### config.mk
export PLATFORM = sky130hd
export DESIGN_NAME = acs_top
export DESIGN_NICKNAME = d
export VERILOG_FILES = /design/src/acs_pkg.sv /design/src/acs_clkdiv.sv /design/src/acs_top.sv
export VERILOG_INCLUDE_DIRS = /design/src /design/src/src
export SDC_FILE = /design/constraint.sdc
export NUM_CORES = 1
export LEC_CHECK = 0
export ABC_CLOCK_PERIOD_IN_PS = 2100
export BUFFER_PORTS_ARGS = -buffer_cell sky130_fd_sc_hd__buf_2
export CORE_UTILIZATION = 25
export DETAILED_ROUTE_END_ITERATION = 8
export PLACE_DENSITY = 0.54
export SLEW_MARGIN = 30
export SYNTH_ARGS = -nofsm -noshare
export SYNTH_HDL_FRONTEND = slang
export SYNTH_HIERARCHICAL = 1
export SYNTH_SLANG_ARGS = --single-unit
export TNS_END_PERCENT = 30
### constraint.sdc
create_clock -name aclk -period 2.1 [get_ports aclk]
set_clock_uncertainty 0.1 [all_clocks]
set_input_delay 0.105 -clock aclk [delete_from_list [all_inputs] [get_ports aclk]]
set_output_delay 0.105 -clock aclk [all_outputs]
set_load 0.02 [all_outputs]
### src/acs_regs.svh
/*
 * Register offsets, field positions, reset values and timing constants
 * for the converter select-and-sleep sequencer.
 * Assumes inclusion by bare name; definitions only.
 */
`ifndef ACS_REGS_SVH
`define ACS_REGS_SVH

// ----------------------------------------------------------------------
// Register byte offsets
// ----------------------------------------------------------------------
`define ACS_OFF_CTRL      8'h00
`define ACS_OFF_SEL       8'h04
`define ACS_OFF_STATUS    8'h08
`define ACS_OFF_SLEEP     8'h0c

// ----------------------------------------------------------------------
// Control register fields
// ----------------------------------------------------------------------
`define ACS_CTRL_EN       0
`define ACS_CTRL_START    1
`define ACS_CTRL_ATE      2
`define ACS_CTRL_IE       3
`define ACS_CTRL_PS_LO    4
`define ACS_CTRL_PS_HI    6

// ----------------------------------------------------------------------
// Selection register fields
// ----------------------------------------------------------------------
`define ACS_SEL_MUX_LO    0
`define ACS_SEL_MUX_HI    4
`define ACS_SEL_REF_LO    6
`define ACS_SEL_REF_HI    7

// ----------------------------------------------------------------------
// Status register fields
// ----------------------------------------------------------------------
`define ACS_ST_DONE       0
`define ACS_ST_BUSY       1
`define ACS_ST_LOCK       2
`define ACS_ST_RES_LO     16
`define ACS_ST_RES_HI     25

// ----------------------------------------------------------------------
// Reset values and conversion timing
// ----------------------------------------------------------------------
`define ACS_CTRL_RST      8'h00
`define ACS_SEL_RST       8'h00
`define ACS_CONV_CLKS     5'd13
`define ACS_FIRST_CLKS    5'd25
`define ACS_FULL_SCALE    10'h3ff

`endif

### src/acs_pkg.sv
/*
 * Types for the converter select-and-sleep sequencer.
 * Assumes nothing beyond a SystemVerilog compiler.
 */
package acs_pkg;

    // Reference source selection codes
    typedef enum logic [1:0] {
        ACS_REF_EXT  = 2'h0,
        ACS_REF_SUP  = 2'h1,
        ACS_REF_RSVD = 2'h2,
        ACS_REF_BG   = 2'h3
    } acs_ref_t;

    // Sleep request codes from the CPU
    typedef enum logic [2:0] {
        ACS_SLP_NONE,
        ACS_SLP_IDLE,
        ACS_SLP_NOISE,
        ACS_SLP_OTHER
    } acs_sleep_t;

    // Conversion sequencer states
    typedef enum logic [1:0] {
        ACS_IDLE,
        ACS_WAIT_EDGE,
        ACS_CONV
    } acs_state_t;

endpackage

### src/acs_clkdiv.sv
/*
 * Prescaler that makes the converter clock as a one-cycle enable pulse.
 * Assumes one clock; held in reset while the converter is disabled.
 */
`timescale 1ns/100ps
`include "acs_regs.svh"

module acs_clkdiv
    import acs_pkg::*;
#(
    parameter int PS_W = 3
) (
    // Clock and reset
    input  wire logic            aclk,
    input  wire logic            aresetn,
    // Control
    input  wire logic            run,
    input  wire logic            restart,
    input  wire logic [PS_W-1:0] prescale,
    // Converter clock enable
    output logic                 tick
);

    logic [7:0] cnt_reg;
    logic [7:0] cnt_next;
    logic [7:0] limit;

    // Division ratio is two to the power of prescale, at least two
    always_comb begin
        limit    = (8'h01 << prescale) - 8'h01;
        if (limit == 8'h00) begin
            limit = 8'h01;
        end
        cnt_next = cnt_reg + 8'h01;
        if (!run || restart || cnt_reg == limit) begin
            cnt_next = 8'h00;
        end
    end

    always_ff @(posedge aclk) begin
        if (!aresetn) begin
            cnt_reg <= 8'h00;
        end else begin
            cnt_reg <= cnt_next;
        end
    end

    assign tick = run && !restart && (cnt_reg == limit);

endmodule

### src/acs_top.sv
/*
 * Converter selection and sleep sequencer with an AXI4-Lite slave.
 * Assumes a CPU sleep controller, a trigger source and an analog core
 * result input, all synchronous to aclk.
 */
`timescale 1ns/100ps
`include "acs_regs.svh"

module acs_top
    import acs_pkg::*;
(
    // Clock and reset
    input  wire logic        aclk,
    input  wire logic        aresetn,
    // AXI4-Lite write
    input  wire logic [7:0]  s_axi_awaddr,
    input  wire logic        s_axi_awvalid,
    output logic             s_axi_awready,
    input  wire logic [31:0] s_axi_wdata,
    input  wire logic [3:0]  s_axi_wstrb,
    input  wire logic        s_axi_wvalid,
    output logic             s_axi_wready,
    output logic [1:0]       s_axi_bresp,
    output logic             s_axi_bvalid,
    input  wire logic        s_axi_bready,
    // AXI4-Lite read
    input  wire logic [7:0]  s_axi_araddr,
    input  wire logic        s_axi_arvalid,
    output logic             s_axi_arready,
    output logic [31:0]      s_axi_rdata,
    output logic [1:0]       s_axi_rresp,
    output logic             s_axi_rvalid,
    input  wire logic        s_axi_rready,
    // Trigger, sleep and analog core
    input  wire logic        trigger_in,
    input  wire logic        cpu_halted,
    input  wire logic [2:0]  sleep_mode,
    input  wire logic [9:0]  analog_code,
    input  wire logic        over_reference,
    // Outputs to analog core and CPU
    output logic [4:0]       active_mux,
    output logic [1:0]       active_ref,
    output logic             conversion_done_irq
);

    // ------------------------------------------------------------------
    // Registers and state
    // ------------------------------------------------------------------
    logic [7:0]  ctrl_reg, ctrl_next;
    logic [7:0]  channel_select_reg, sel_next;
    logic [6:0]  lock_reg, lock_next;       // {ref, mux} used by analog
    logic        done_reg, done_next;
    logic        first_reg, first_next;
    logic [9:0]  result_reg, result_next;
    logic [4:0]  cyc_reg, cyc_next;
    acs_state_t  st_reg, st_next;
    logic        slp_arm_reg, slp_arm_next;
    logic        bvalid_reg, bvalid_next;
    logic        rvalid_reg, rvalid_next;
    logic [31:0] rdata_reg, rdata_next;
    logic [1:0]  bresp_reg, bresp_next, rresp_reg, rresp_next;

    logic        converter_enable, auto_trigger_enable, irq_en;
    logic        tick, restart, wr_go, rd_go, trig_start, sleep_start;
    logic [4:0]  conv_len;
    logic [6:0]  sel_fields;
    logic        conv_last;

    assign converter_enable    = ctrl_reg[`ACS_CTRL_EN];
    assign auto_trigger_enable = ctrl_reg[`ACS_CTRL_ATE];
    assign irq_en              = ctrl_reg[`ACS_CTRL_IE];

    // Trigger and sleep start sources
    assign trig_start  = converter_enable && auto_trigger_enable
                         && trigger_in && st_reg == ACS_IDLE;
    assign sleep_start = converter_enable && slp_arm_reg && cpu_halted
                         && st_reg == ACS_IDLE
                         && (sleep_mode == ACS_SLP_IDLE
                             || sleep_mode == ACS_SLP_NOISE);
    assign restart     = trig_start;

    // Converter clock enable from the prescaler
    acs_clkdiv #(.PS_W(3)) u_div (
        .aclk     (aclk),
        .aresetn  (aresetn),
        .run      (converter_enable),
        .restart  (restart),
        .prescale (ctrl_reg[`ACS_CTRL_PS_HI:`ACS_CTRL_PS_LO]),
        .tick     (tick)
    );

    assign wr_go   = s_axi_awvalid && s_axi_wvalid && !bvalid_reg;
    assign rd_go   = s_axi_arvalid && !rvalid_reg;
    assign conv_len = first_reg ? `ACS_FIRST_CLKS : `ACS_CONV_CLKS;

    // Stored selection fields and the last converter clock of a conversion
    assign sel_fields = {channel_select_reg[`ACS_SEL_REF_HI:`ACS_SEL_REF_LO],
                         channel_select_reg[`ACS_SEL_MUX_HI:`ACS_SEL_MUX_LO]};
    assign conv_last  = st_reg == ACS_CONV && tick
                        && cyc_reg == conv_len - 5'd2;

    // ------------------------------------------------------------------
    // Next state: bus, sequencer, selection buffer
    // ------------------------------------------------------------------
    always_comb begin
        ctrl_next    = ctrl_reg;
        sel_next     = channel_select_reg;
        lock_next    = lock_reg;
        done_next    = done_reg;
        first_next   = first_reg;
        result_next  = result_reg;
        cyc_next     = cyc_reg;
        st_next      = st_reg;
        slp_arm_next = slp_arm_reg;
        bvalid_next  = bvalid_reg && !s_axi_bready;
        bresp_next   = bresp_reg;
        rvalid_next  = rvalid_reg && !s_axi_rready;
        rresp_next   = rresp_reg;
        rdata_next   = rdata_reg;
        // Register writes
        if (wr_go) begin
            bvalid_next = 1'b1;
            bresp_next  = 2'h0;
            if (s_axi_awaddr == `ACS_OFF_CTRL) begin
                if (s_axi_wstrb[0]) begin
                    ctrl_next = s_axi_wdata[7:0];
                    // Start bit only sets; hardware clears it
                    ctrl_next[`ACS_CTRL_START] = ctrl_reg[`ACS_CTRL_START]
                        || s_axi_wdata[`ACS_CTRL_START];
                end
            end else if (s_axi_awaddr == `ACS_OFF_SEL) begin
                if (s_axi_wstrb[0]) begin
                    sel_next = s_axi_wdata[7:0];
                end
            end else if (s_axi_awaddr == `ACS_OFF_STATUS) begin
                // Write one clears the done flag
                if (s_axi_wstrb[0] && s_axi_wdata[`ACS_ST_DONE]) begin
                    done_next = 1'b0;
                end
            end else if (s_axi_awaddr == `ACS_OFF_SLEEP) begin
                if (s_axi_wstrb[0]) begin
                    slp_arm_next = s_axi_wdata[0];
                end
            end else begin
                bresp_next = 2'h3;
            end
        end
        // Selection buffer tracks while unlocked
        if (st_reg != ACS_CONV) begin
            lock_next = {sel_next[`ACS_SEL_REF_HI:`ACS_SEL_REF_LO],
                         sel_next[`ACS_SEL_MUX_HI:`ACS_SEL_MUX_LO]};
        end
        case (st_reg)
            ACS_IDLE: begin
                if (trig_start || sleep_start) begin
                    st_next  = ACS_CONV;
                    cyc_next = 5'd0;
                    ctrl_next[`ACS_CTRL_START] = 1'b1;
                    if (sleep_start) begin
                        slp_arm_next = 1'b0;
                    end
                end else if (ctrl_reg[`ACS_CTRL_START] && converter_enable) begin
                    st_next = ACS_WAIT_EDGE;
                end
            end
            ACS_WAIT_EDGE: begin
                if (tick) begin
                    st_next  = ACS_CONV;
                    cyc_next = 5'd0;
                end
            end
            ACS_CONV: begin
                if (tick) begin
                    cyc_next = cyc_reg + 5'd1;
                    // Last converter clock: tracking resumes
                    if (cyc_reg == conv_len - 5'd2) begin
                        st_next   = ACS_IDLE;
                        done_next = 1'b1;
                        first_next = 1'b0;
                        result_next = over_reference ?
                            `ACS_FULL_SCALE : analog_code;
                        lock_next = sel_fields;
                        // Free running chains on the selection at completion
                        if (auto_trigger_enable && trigger_in) begin
                            st_next  = ACS_CONV;
                            cyc_next = 5'd0;
                        end else begin
                            ctrl_next[`ACS_CTRL_START] = 1'b0;
                        end
                    end
                end
            end
            default: st_next = ACS_IDLE;
        endcase
        // Disable last so it aborts any sequencer step; next is extended
        if (!ctrl_next[`ACS_CTRL_EN]) begin
            first_next = 1'b1;
            st_next    = ACS_IDLE;
            ctrl_next[`ACS_CTRL_START] = 1'b0;
        end
        // Register reads
        if (rd_go) begin
            rvalid_next = 1'b1;
            rresp_next  = 2'h0;
            rdata_next  = 32'h0000_0000;
            if (s_axi_araddr == `ACS_OFF_CTRL) begin
                rdata_next[7:0] = ctrl_reg;
            end else if (s_axi_araddr == `ACS_OFF_SEL) begin
                rdata_next[7:0] = channel_select_reg;
            end else if (s_axi_araddr == `ACS_OFF_STATUS) begin
                rdata_next[`ACS_ST_DONE] = done_reg;
                rdata_next[`ACS_ST_BUSY] = ctrl_reg[`ACS_CTRL_START];
                rdata_next[`ACS_ST_LOCK] = (st_reg == ACS_CONV);
                rdata_next[`ACS_ST_RES_HI:`ACS_ST_RES_LO] = result_reg;
            end else if (s_axi_araddr == `ACS_OFF_SLEEP) begin
                rdata_next[0] = slp_arm_reg;
            end else begin
                rresp_next = 2'h3;
            end
        end
    end

    // Register all state
    always_ff @(posedge aclk) begin
        if (!aresetn) begin
            ctrl_reg           <= `ACS_CTRL_RST;
            channel_select_reg <= `ACS_SEL_RST;
            lock_reg           <= 7'h00;
            done_reg           <= 1'b0;
            first_reg          <= 1'b1;
            result_reg         <= 10'h000;
            cyc_reg            <= 5'h00;
            st_reg             <= ACS_IDLE;
            slp_arm_reg        <= 1'b0;
            bvalid_reg         <= 1'b0;
            bresp_reg          <= 2'h0;
            rvalid_reg         <= 1'b0;
            rresp_reg          <= 2'h0;
            rdata_reg          <= 32'h0000_0000;
        end else begin
            ctrl_reg           <= ctrl_next;
            channel_select_reg <= sel_next;
            lock_reg           <= lock_next;
            done_reg           <= done_next;
            first_reg          <= first_next;
            result_reg         <= result_next;
            cyc_reg            <= cyc_next;
            st_reg             <= st_next;
            slp_arm_reg        <= slp_arm_next;
            bvalid_reg         <= bvalid_next;
            bresp_reg          <= bresp_next;
            rvalid_reg         <= rvalid_next;
            rresp_reg          <= rresp_next;
            rdata_reg          <= rdata_next;
        end
    end

    // ------------------------------------------------------------------
    // Outputs
    // ------------------------------------------------------------------
    assign s_axi_awready = wr_go;
    assign s_axi_wready  = wr_go;
    assign s_axi_bvalid  = bvalid_reg;
    assign s_axi_bresp   = bresp_reg;
    assign s_axi_arready = rd_go;
    assign s_axi_rvalid  = rvalid_reg;
    assign s_axi_rresp   = rresp_reg;
    assign s_axi_rdata   = rdata_reg;
    assign active_mux    = lock_reg[4:0];
    assign active_ref    = lock_reg[6:5];
    // Enable only gates; sleep mode never clears it
    assign conversion_done_irq = done_reg && irq_en;
endmodule

==> flow_summary.toml, run 1 <==
[run_status]
status = "complete, but fails checks"
violations = "negative setup slack"

[sta]
tns_ps = -331
timing.hold.ws_ps = 31.8
slew_headroom_pct = 47.7
layout_min_cycle_time_ps = 2170
rsz0062_at_grt = "true"
hold_viol_final = 0
setup_slack_ps = -69.0
setup_viol = 12
min_period_over_period_pct = 103
clock.fmax_mhz = 461
drv_slew = 0
worst_slew_pin_slew_ps = 784

[clock_tree]
clockBufferDepth = 2
clk_pin_slew_ps = 60
cts_tree = "built"
cts_made_buffers = 9
cts_root_buffer = "clkbuf_16"
numClockSinks = 73
cts_max_level = 3
clk_latency_ps = 330

[critical_path]
cpPeakStageDelay_ps = 350
path_class = "reg -> reg"
crit_path_top_delay_cell = "dfxtp_2"
worstReg2RegStart = "ctrl_reg[4]"
path_cells = "a211o_1 > a31oi_1 > o2111a_2 > and3b_2 > o2111ai_2 > buf_12 > nand2b_1 > and4b_1"
r2r_setup_slack_ps = -70
rr_endpoint = "ctrl_reg[1]"
rr_worst_depth = 8
crit_fanout = 23
cp-start-kind = "flop"
arrival_ps = 2290
crit_path_end_kind = "flop"
crit_required_ps = 2220

[logic_synthesis]
synth_warnings = 6
ys.flop_type = "dfxtp_1"
synth_common_cells = "dfxtp_1 (73), nor2_1 (50), nand2_1 (36), mux2i_1 (26), nor3_1 (22)"
avgSynthCellArea_sq_um = 8.82
synthCells = 411
ys_types = 54
synth_top_area_share_pct = 40.3
yosysMostFrequentCell = "dfxtp_1"
synth_edf_count = 0
ys_top_cells_by_area = "dfxtp_1 (40%), mux2i_1 (7.2%), nor2_1 (5.2%)"
synth.yosys.seq_area_share_pct = 40.3
synth_area_sq_um = 3630
ys_async_sr_fraction_pct = 0
ys_ff_latch = 73
yosysTopAreaCell = "dfxtp_1"

[global_route]
first_global_vias = 3144
grt_usage_pct = 13.7
grt_overflow_total = 0
grt_pass1_wl_um = 15800
grt_max_degree = 54
antenna_found_initial = 0

[place]
place_hpwl_um = 7020
pre_cts_slack_ps = -95.2
place.gp.congestion = 0.841
port_buffers = 82
dp.cells = 670
dpl-instance-area_sq_um = 4280

[cells_and_area]
final_util_pct = 34.1
antenna_cells = 0
nNetsFinal = 599
area_growth_pct = 31.4
postLayoutCellArea_sq_um = 4760
final_layout_size_suffix_gt1_share_pct = 26.9
largest_reg_flops = 18
fillerInstances = 1475
final_cells = 705

[route]
wirelength_um = 9780
drt_iter0_markers = 148
vias = 3318
wl_per_cell_um = 13.9
ant_nets = 0
first_pass_iters = 4
vias_per_cell = 4.71
drc_errors = 0

[die]
coreArea_sq_um = 14000
num_io_pins = 124
die_area_sq_um = 15000
start_util_pct = 25.9
die_h_um = 122
num_rows = 43
die_w_um = 122

[power]
total_power_mw = 2.94
max-vdd-ir-drop_uv = 250
p_leak_nw = 2.14
pwr_density_cell_nw_per_um2 = 617

[min_path]
min_to = "channel_select_reg[0]"
hold-path-cell-count = 3
hp-start = "s_axi_wdata[0]"
hp-class = "in -> reg"

[run]
maxCapViolCount = 0
-- critical path: cells and delay by family, from the launching register on --
kind,cells,cell delay [ps]
simple gates,3,560
buf+inv,1,200
compound gates,4,850
flops,1,350
-- worst max path at each step --
stage / cells past startpoint / end / start
after CTS: 8 / ctrl_reg[1] / ctrl_reg[4]
after floorplan: 8 / first_reg / ctrl_reg[6]
final: 8 / ctrl_reg[1] / ctrl_reg[4]
after global routing: 8 / ctrl_reg[1] / ctrl_reg[4]
after detailed placement: 8 / ctrl_reg[1] / ctrl_reg[4]
after global placement: 8 / ctrl_reg[1] / ctrl_reg[6]
-- power by group --
part,total [mW],internal [mW],switching (mW)
combinational,0.216,0.0836,0.132
sequential,1.39,1.39,0.00372
clock,1.33,0.779,0.550
total,2.94,2.25,0.686
-- placed cells by master (no fill, tap or decap), drive strengths merged, types with 3 or more instances in the layout --
cell         Yosys  final
and4b            3      3
and3b            6      6
o21ai            6      6
nand3           10     10
nor3            22     22
nor2b           13     13
nor3b            6      6
a21oi            8      8
nand2           36     36
mux2i           27     27
nand2b           6      6
nor4             4      4
dfxtp           73     73
dlygate4sd3      0     19
clkbuf          16     10
inv              8      7
xor2             5      5
conb             1     14
xnor2            5      5
nand4b           3      3
a22oi           11     11
o31a             7      7
a2bb2oi          6      6
clkinv           0      4
buf             26    110
nor2            50     50
a31oi            3      3
nand4            9      9
and3            13     13
-- logic make-up after synthesis --
kind of cell	Yosys count	share of synthesized area [%]
adder cells (fa/ha/maj)	2	0.690
other	1	0.103
XOR/XNOR	10	2.42
buffers and inverters	50	7.59
multiplexers	29	8.49
AO/OA/AOI/OAI	57	12.0
flip-flops	73	40.3
AND/OR/NAND/NOR	189	28.4
-- per-layer routing --
metal	routed length [um]	GRT usage, %	up-vias
met2	4480	21.9	93
met1	4690	17.8	1566
met4	111	6.17	0
met5	0	0	-
li1	-	-	1650
met3	499	2.51	9
-- cell type report --
class,count,area [sq um],area share (%)
Timing Repair Buffer,129,823,17.3
Multi-Input combinational cell,301,1960,41.2
Inverter,8,31.3,0.657
Clock buffer,10,229,4.81
Clock inverter,4,22.5,0.473
Sequential cell,73,1470,30.9
Tap cell,180,225,4.73
-- timing repair --
item,4_1_cts,5_1_grt
gates resized for setup,3,4
hold endpoints to repair,25,0
buffers inserted,2,0
hold buffers,19,0
pin swaps,0,1
setup endpoints to repair,21,23
(Power assumes the default switching activity.)
==> run 2: changes to the inputs <==
ABC_AREA = 1   (was not set)
CAP_MARGIN = 5   (was not set)
==> run 2 against run 1 <==
  * The flow now finishes without violations
  * Power grew 6.6%
  * Largest cell class unchanged
  * Clock power increased by 9.8%
  * Die area up 2.4%
  * Sequential share of layout area fell by 0.23 points
  * Fmax up 13%
  * Wire length grew 1.5%
  * Synthesized cell count rose by 30%
  * Hold slack better by 1.4 ps
==> flow_summary.toml, run 2 <==
[run_status]
status = "finished, final reports clean"

[critical_path]
cpPeakStageDelay_ps = 430
rr_worst_depth = 12
r2r_setup_slack_ps = 180
cp-start-kind = "flop"
path_class = "reg -> reg"
worstReg2RegStart = "st_reg[1]"
rr_endpoint = "ctrl_reg[1]"
path_cells = "nor2_4 > inv_2 > nor2_1 > inv_1 > nand2_1 > nor3_2 > buf_4 > nand4_4 > nor2_4 > inv_2 > o21ai_0 > nor2_1"
crit_required_ps = 2220
arrival_ps = 2050
crit_path_top_delay_cell = "dfxtp_1"
crit_path_end_kind = "flop"
crit_fanout = 12

[power]
p_leak_nw = 2.15
total_power_mw = 3.13
pwr_density_cell_nw_per_um2 = 652
max-vdd-ir-drop_uv = 327

[cells_and_area]
area_growth_pct = 29.2
antenna_cells = 0
largest_reg_flops = 18
mostFrequentLayoutCells = "nand2_1 (122), buf_2 (82), dfxtp_1 (68)"
nNetsFinal = 720
final_layout_size_suffix_gt1_share_pct = 23.6
final_common_cell = "nand2_1"

[route]
vias_per_cell = 4.32
wirelength_um = 9920
vias = 3591
drt_iter0_markers = 159
ant_nets = 0
wl_per_cell_um = 11.9
drc_errors = 0
first_pass_iters = 4

[sta]
tns_ps = 0
min_period_over_period_pct = 91.7
setup_slack_ps = 175
setup_viol = 0
hold_viol_final = 0
drv_slew = 0
layout_min_cycle_time_ps = 1920
clock.fmax_mhz = 520
slew_headroom_pct = 64.1
worst_slew_pin_slew_ps = 536

[logic_synthesis]
yosysTopAreaCell = "dfxtp_1"
ys_ff_latch = 73
avgSynthCellArea_sq_um = 6.94
ys_top_cells_by_area = "dfxtp_1 (39%), nand2_1 (12%), nor2_1 (6.6%)"
synth_common_cells = "nand2_1 (122), dfxtp_1 (73), nor2_1 (65), inv_1 (57), a21oi_1 (41)"
synth_area_sq_um = 3710
synthCells = 535
ys_async_sr_fraction_pct = 0
ys.flop_type = "dfxtp_1"
synth_top_area_share_pct = 39.4
ys_types = 37
synth_warnings = 6
synth_edf_count = 0
yosysMostFrequentCell = "nand2_1"
synth.yosys.seq_area_share_pct = 39.4

[global_route]
grt_usage_pct = 13.7
first_global_vias = 3294
grt_pass1_wl_um = 16100
grt_max_degree = 26
antenna_found_initial = 0
grt_overflow_total = 0

[place]
port_buffers = 82
place_hpwl_um = 7140
pre_cts_slack_ps = 38.4
place.gp.congestion = 0.818

[min_path]
hp-start = "s_axi_awaddr[2]"
hold-path-cell-count = 3
hp-class = "in -> reg"
min_to = "channel_select_reg[0]"

[die]
num_rows = 44
coreArea_sq_um = 14500
start_util_pct = 25.6
die_w_um = 124
die_h_um = 124
die_area_sq_um = 15300
num_io_pins = 124

[clock_tree]
cts_tree = "built"
numClockSinks = 73
cts_root_buffer = "clkbuf_16"
cts_max_level = 3
cts_made_buffers = 9
clk_pin_slew_ps = 60
clk_latency_ps = 330
clockBufferDepth = 2

[run]
maxCapViolCount = 0
run 2: cell count changes in the layout (fill, tap and decap cells not counted), sizes merged, moves of 27 or more:
cell	delta
inv	+61
nand2	+93
a21oi	+35
nand3	+33
mux2i	-27
o21ai	+31
run 2: repair_timing:
| item | in CTS | in global routing |
|---|---|---|
| hold buffers | 20 | 0 |
| setup buffers | 0 | 0 |
| gates resized for setup | 0 | 10 |
| setup endpoints to repair | 0 | 27 |
| hold endpoints to repair | 20 | 0 |
run 2: cell type report:
type | instances | area, sq um
clock inverters | 4 | 26.3
multi-input cells | 377 | 1850
fillers | 1662 | 9730
inverters | 67 | 254
clock buffers | 12 | 256
well taps | 184 | 230
flip-flops and latches | 73 | 1470
repair buffers | 115 | 716
run 2: cell families after synthesis:
kind of cell,after synthesis,synth area share [%]
AND/OR/NAND/NOR,267,33.3
buffers and inverters,98,12.4
AO/OA/AOI/OAI,88,12.8
flip-flops,73,39.4
XOR/XNOR,6,1.42
adder cells (fa/ha/maj),2,0.674
other,1,0.101
run 2: worst max-delay path by stage:
stage / start / depth (start not counted) / slack [ps] / to
global route: ctrl_reg[5] / 15 / -20 / lock_reg[0]
CTS: ctrl_reg[6] / 13 / 9 / lock_reg[5]
floorplan: ctrl_reg[6] / 13 / 70 / result_reg[8]
global placement: ctrl_reg[6] / 13 / 30 / lock_reg[5]
detailed placement: ctrl_reg[6] / 13 / 40 / lock_reg[5]
finish: st_reg[1] / 12 / 180 / ctrl_reg[1]
run 2: power breakdown:
| group | internal [mW] | switching, mW | leakage (nW) |
|---|---|---|---|
| combinational | 0.0964 | 0.165 | 1.42 |
| sequential | 1.40 | 0.0105 | 0.593 |
| clock | 0.865 | 0.595 | 0.139 |
| total | 2.36 | 0.770 | 2.15 |
run 2: metrics by stage:
stage / hold slack (ps) / cells / util (%) / instance area [sq um]
floorplan: 137 / 548 / - / 3760
detailed placement: 263 / 796 / 29.6 / 4300
CTS: 18.7 / 832 / 32.9 / 4780
global route: 25.8 / 832 / 33.0 / 4800
global placement: 261 / 796 / 29.6 / 4300
finish: 33.1 / 832 / 33.0 / 4800
run 2: per-layer routing:
layer | up-vias | part of all wire (%) | wire (um) | global-route usage (%)
met5 | - | 0 | 0 | 0
met4 | 0 | 1.3 | 133 | 5.42
met3 | 11 | 4.2 | 418 | 2.93
met2 | 81 | 45 | 4500 | 21.2
met1 | 1594 | 49 | 4870 | 18.5
li1 | 1905 | - | - | -
run 2: worst max-delay path: cells and delay by family, from the launching register on:
| family | cells | cell delay, ps |
|---|---|---|
| compound gates | 1 | 190 |
| simple gates | 7 | 690 |
| buf+inv | 4 | 420 |
| flops | 1 | 430 |
==> run 3: changes to the inputs <==
CTS_BUF_LIST = sky130_fd_sc_hd__clkbuf_2   (was not set)
==> run 3 against run 2 <==
  * Global-route usage rose by 0.36 points
  * Clock power shrank 54%
  * Sequential cell count did not move
  * Sequential share of layout area decreased by 1.3 points
  * Non-clock buffer count rose by 39
  * Highest routed layer unchanged
==> flow_summary.toml, run 3 (synthesized netlist as in run 2, its figures left out) <==
[die]
die_area_sq_um = 15300
die_h_um = 124
die_w_um = 124
num_io_pins = 124
start_util_pct = 25.6
coreArea_sq_um = 14500
num_rows = 44

[global_route]
first_global_vias = 3539
antenna_found_initial = 0
grt_usage_pct = 14.1
grt_overflow_total = 0
grt_max_degree = 26
grt_pass1_wl_um = 16700

[min_path]
hp-start = "s_axi_awaddr[6]"
min_to = "ctrl_reg[3]"
hp-class = "in -> reg"
hold-path-cell-count = 7

[cells_and_area]
area_growth_pct = 34.5
final_layout_size_suffix_gt1_share_pct = 22.7
final_cells = 872
fillerInstances = 1639
final_common_cell = "nand2_1"
mostFrequentLayoutCells = "nand2_1 (122), buf_2 (82), dfxtp_1 (68)"
largest_reg_flops = 18
nNetsFinal = 759

[power]
pwr_density_cell_nw_per_um2 = 476
p_leak_nw = 2.25
max-vdd-ir-drop_uv = 190

[sta]
tns_ps = 0
timing.hold.ws_ps = 70.4
min_period_over_period_pct = 94.4
drv_slew = 0
rsz0062_at_grt = "true"
layout_min_cycle_time_ps = 1980
setup_slack_ps = 117
clock.fmax_mhz = 504
setup_viol = 0
hold_viol_final = 0

[critical_path]
crit_fanout = 3
arrival_ps = 2320
rr_endpoint = "ctrl_reg[7]"
crit_path_end_kind = "flop"
crit_required_ps = 2430
rr_worst_depth = 8
r2r_setup_slack_ps = 130
cp-start-kind = "input port"
worstReg2RegStart = "s_axi_bvalid"
path_class = "in -> reg"

[route]
wl_met3_um = 411
drt_iter0_markers = 165
first_pass_iters = 4
ant_nets = 0
drc_errors = 0
top_layer_used = "met4"
wl_met2_um = 4950
vias = 3764
vias_per_cell = 4.32
wl_per_cell_um = 11.9
wirelength_um = 10400
wl_met1_um = 4930

[clock_tree]
cts_max_level = 3
clockBufferDepth = 2
clk_pin_slew_ps = 210
clk_latency_ps = 500
numClockSinks = 73
cts_made_buffers = 9
cts_tree = "built"
cts_root_buffer = "clkbuf_2"

[place]
pre_cts_slack_ps = 38.4
place.gp.congestion = 0.818
place_hpwl_um = 7140
dp.cells = 796
port_buffers = 82

[run]
maxCapViolCount = 0

[run_status]
status = "finished, final reports clean"
[run 3: power breakdown]
group          switching, mW  leakage [nW]  internal [mW]
registers             0.0107         0.593           1.40
logic                  0.172          1.60          0.126
clock network          0.515        0.0572          0.153
total                  0.697          2.25           1.68
[run 3: area by class of cell]
| type | count | area [sq um] | area share [%] |
|---|---|---|---|
| diodes | 1 | 2.50 | 0.0501 |
| clock buffers | 10 | 50.0 | 1.00 |
| clock inverters | 6 | 33.8 | 0.676 |
| inverters | 67 | 254 | 5.08 |
| multi-input cells | 377 | 1860 | 37.2 |
| flip-flops and latches | 73 | 1470 | 29.4 |
| well taps | 184 | 230 | 4.61 |
| repair buffers | 154 | 1100 | 22.0 |
[run 3: timing repair]
action,in CTS,in global routing
resized for setup,0,12
setup endpoints to repair,0,41
hold endpoints to repair,58,0
buffers inserted,0,3
hold buffers,56,0
[run 3: routing by layer]
layer	vias up	track usage, %
met1	1695	18.3
met2	82	23.0
met5	-	0
li1	1979	-
met4	0	5.35
met3	8	2.47
[run 3: worst max-delay path by stage]
stage / endpoint / startpoint
CTS: lock_reg[5] / ctrl_reg[6]
detailed placement: lock_reg[5] / ctrl_reg[6]
global route: lock_reg[0] / u_div/cnt_reg[0]
global placement: lock_reg[5] / ctrl_reg[6]
finish: lock_reg[5] / s_axi_awaddr[5]
floorplan: result_reg[8] / ctrl_reg[6]
[run 3: critical path, stage by stage]
cell           delay, ps
buf_2                100
nor2_1               140
nand3_1              140
dlygate4sd3_1        610
inv_1                110
nand2_1               60
dlygate4sd3_1        570
nor2_2               230
nand2_1              100
nand4_1              100
nand2_1               60
[run 3: metrics by stage]
stage	utilization, %	cell area [sq um]	power, mW
after global placement	29.6	4300	1.68
after global routing	34.4	4990	2.51
after CTS	34.0	4940	2.41
final	34.4	5000	2.38
after floorplan	-	3760	1.60
after detailed placement	29.6	4300	1.68
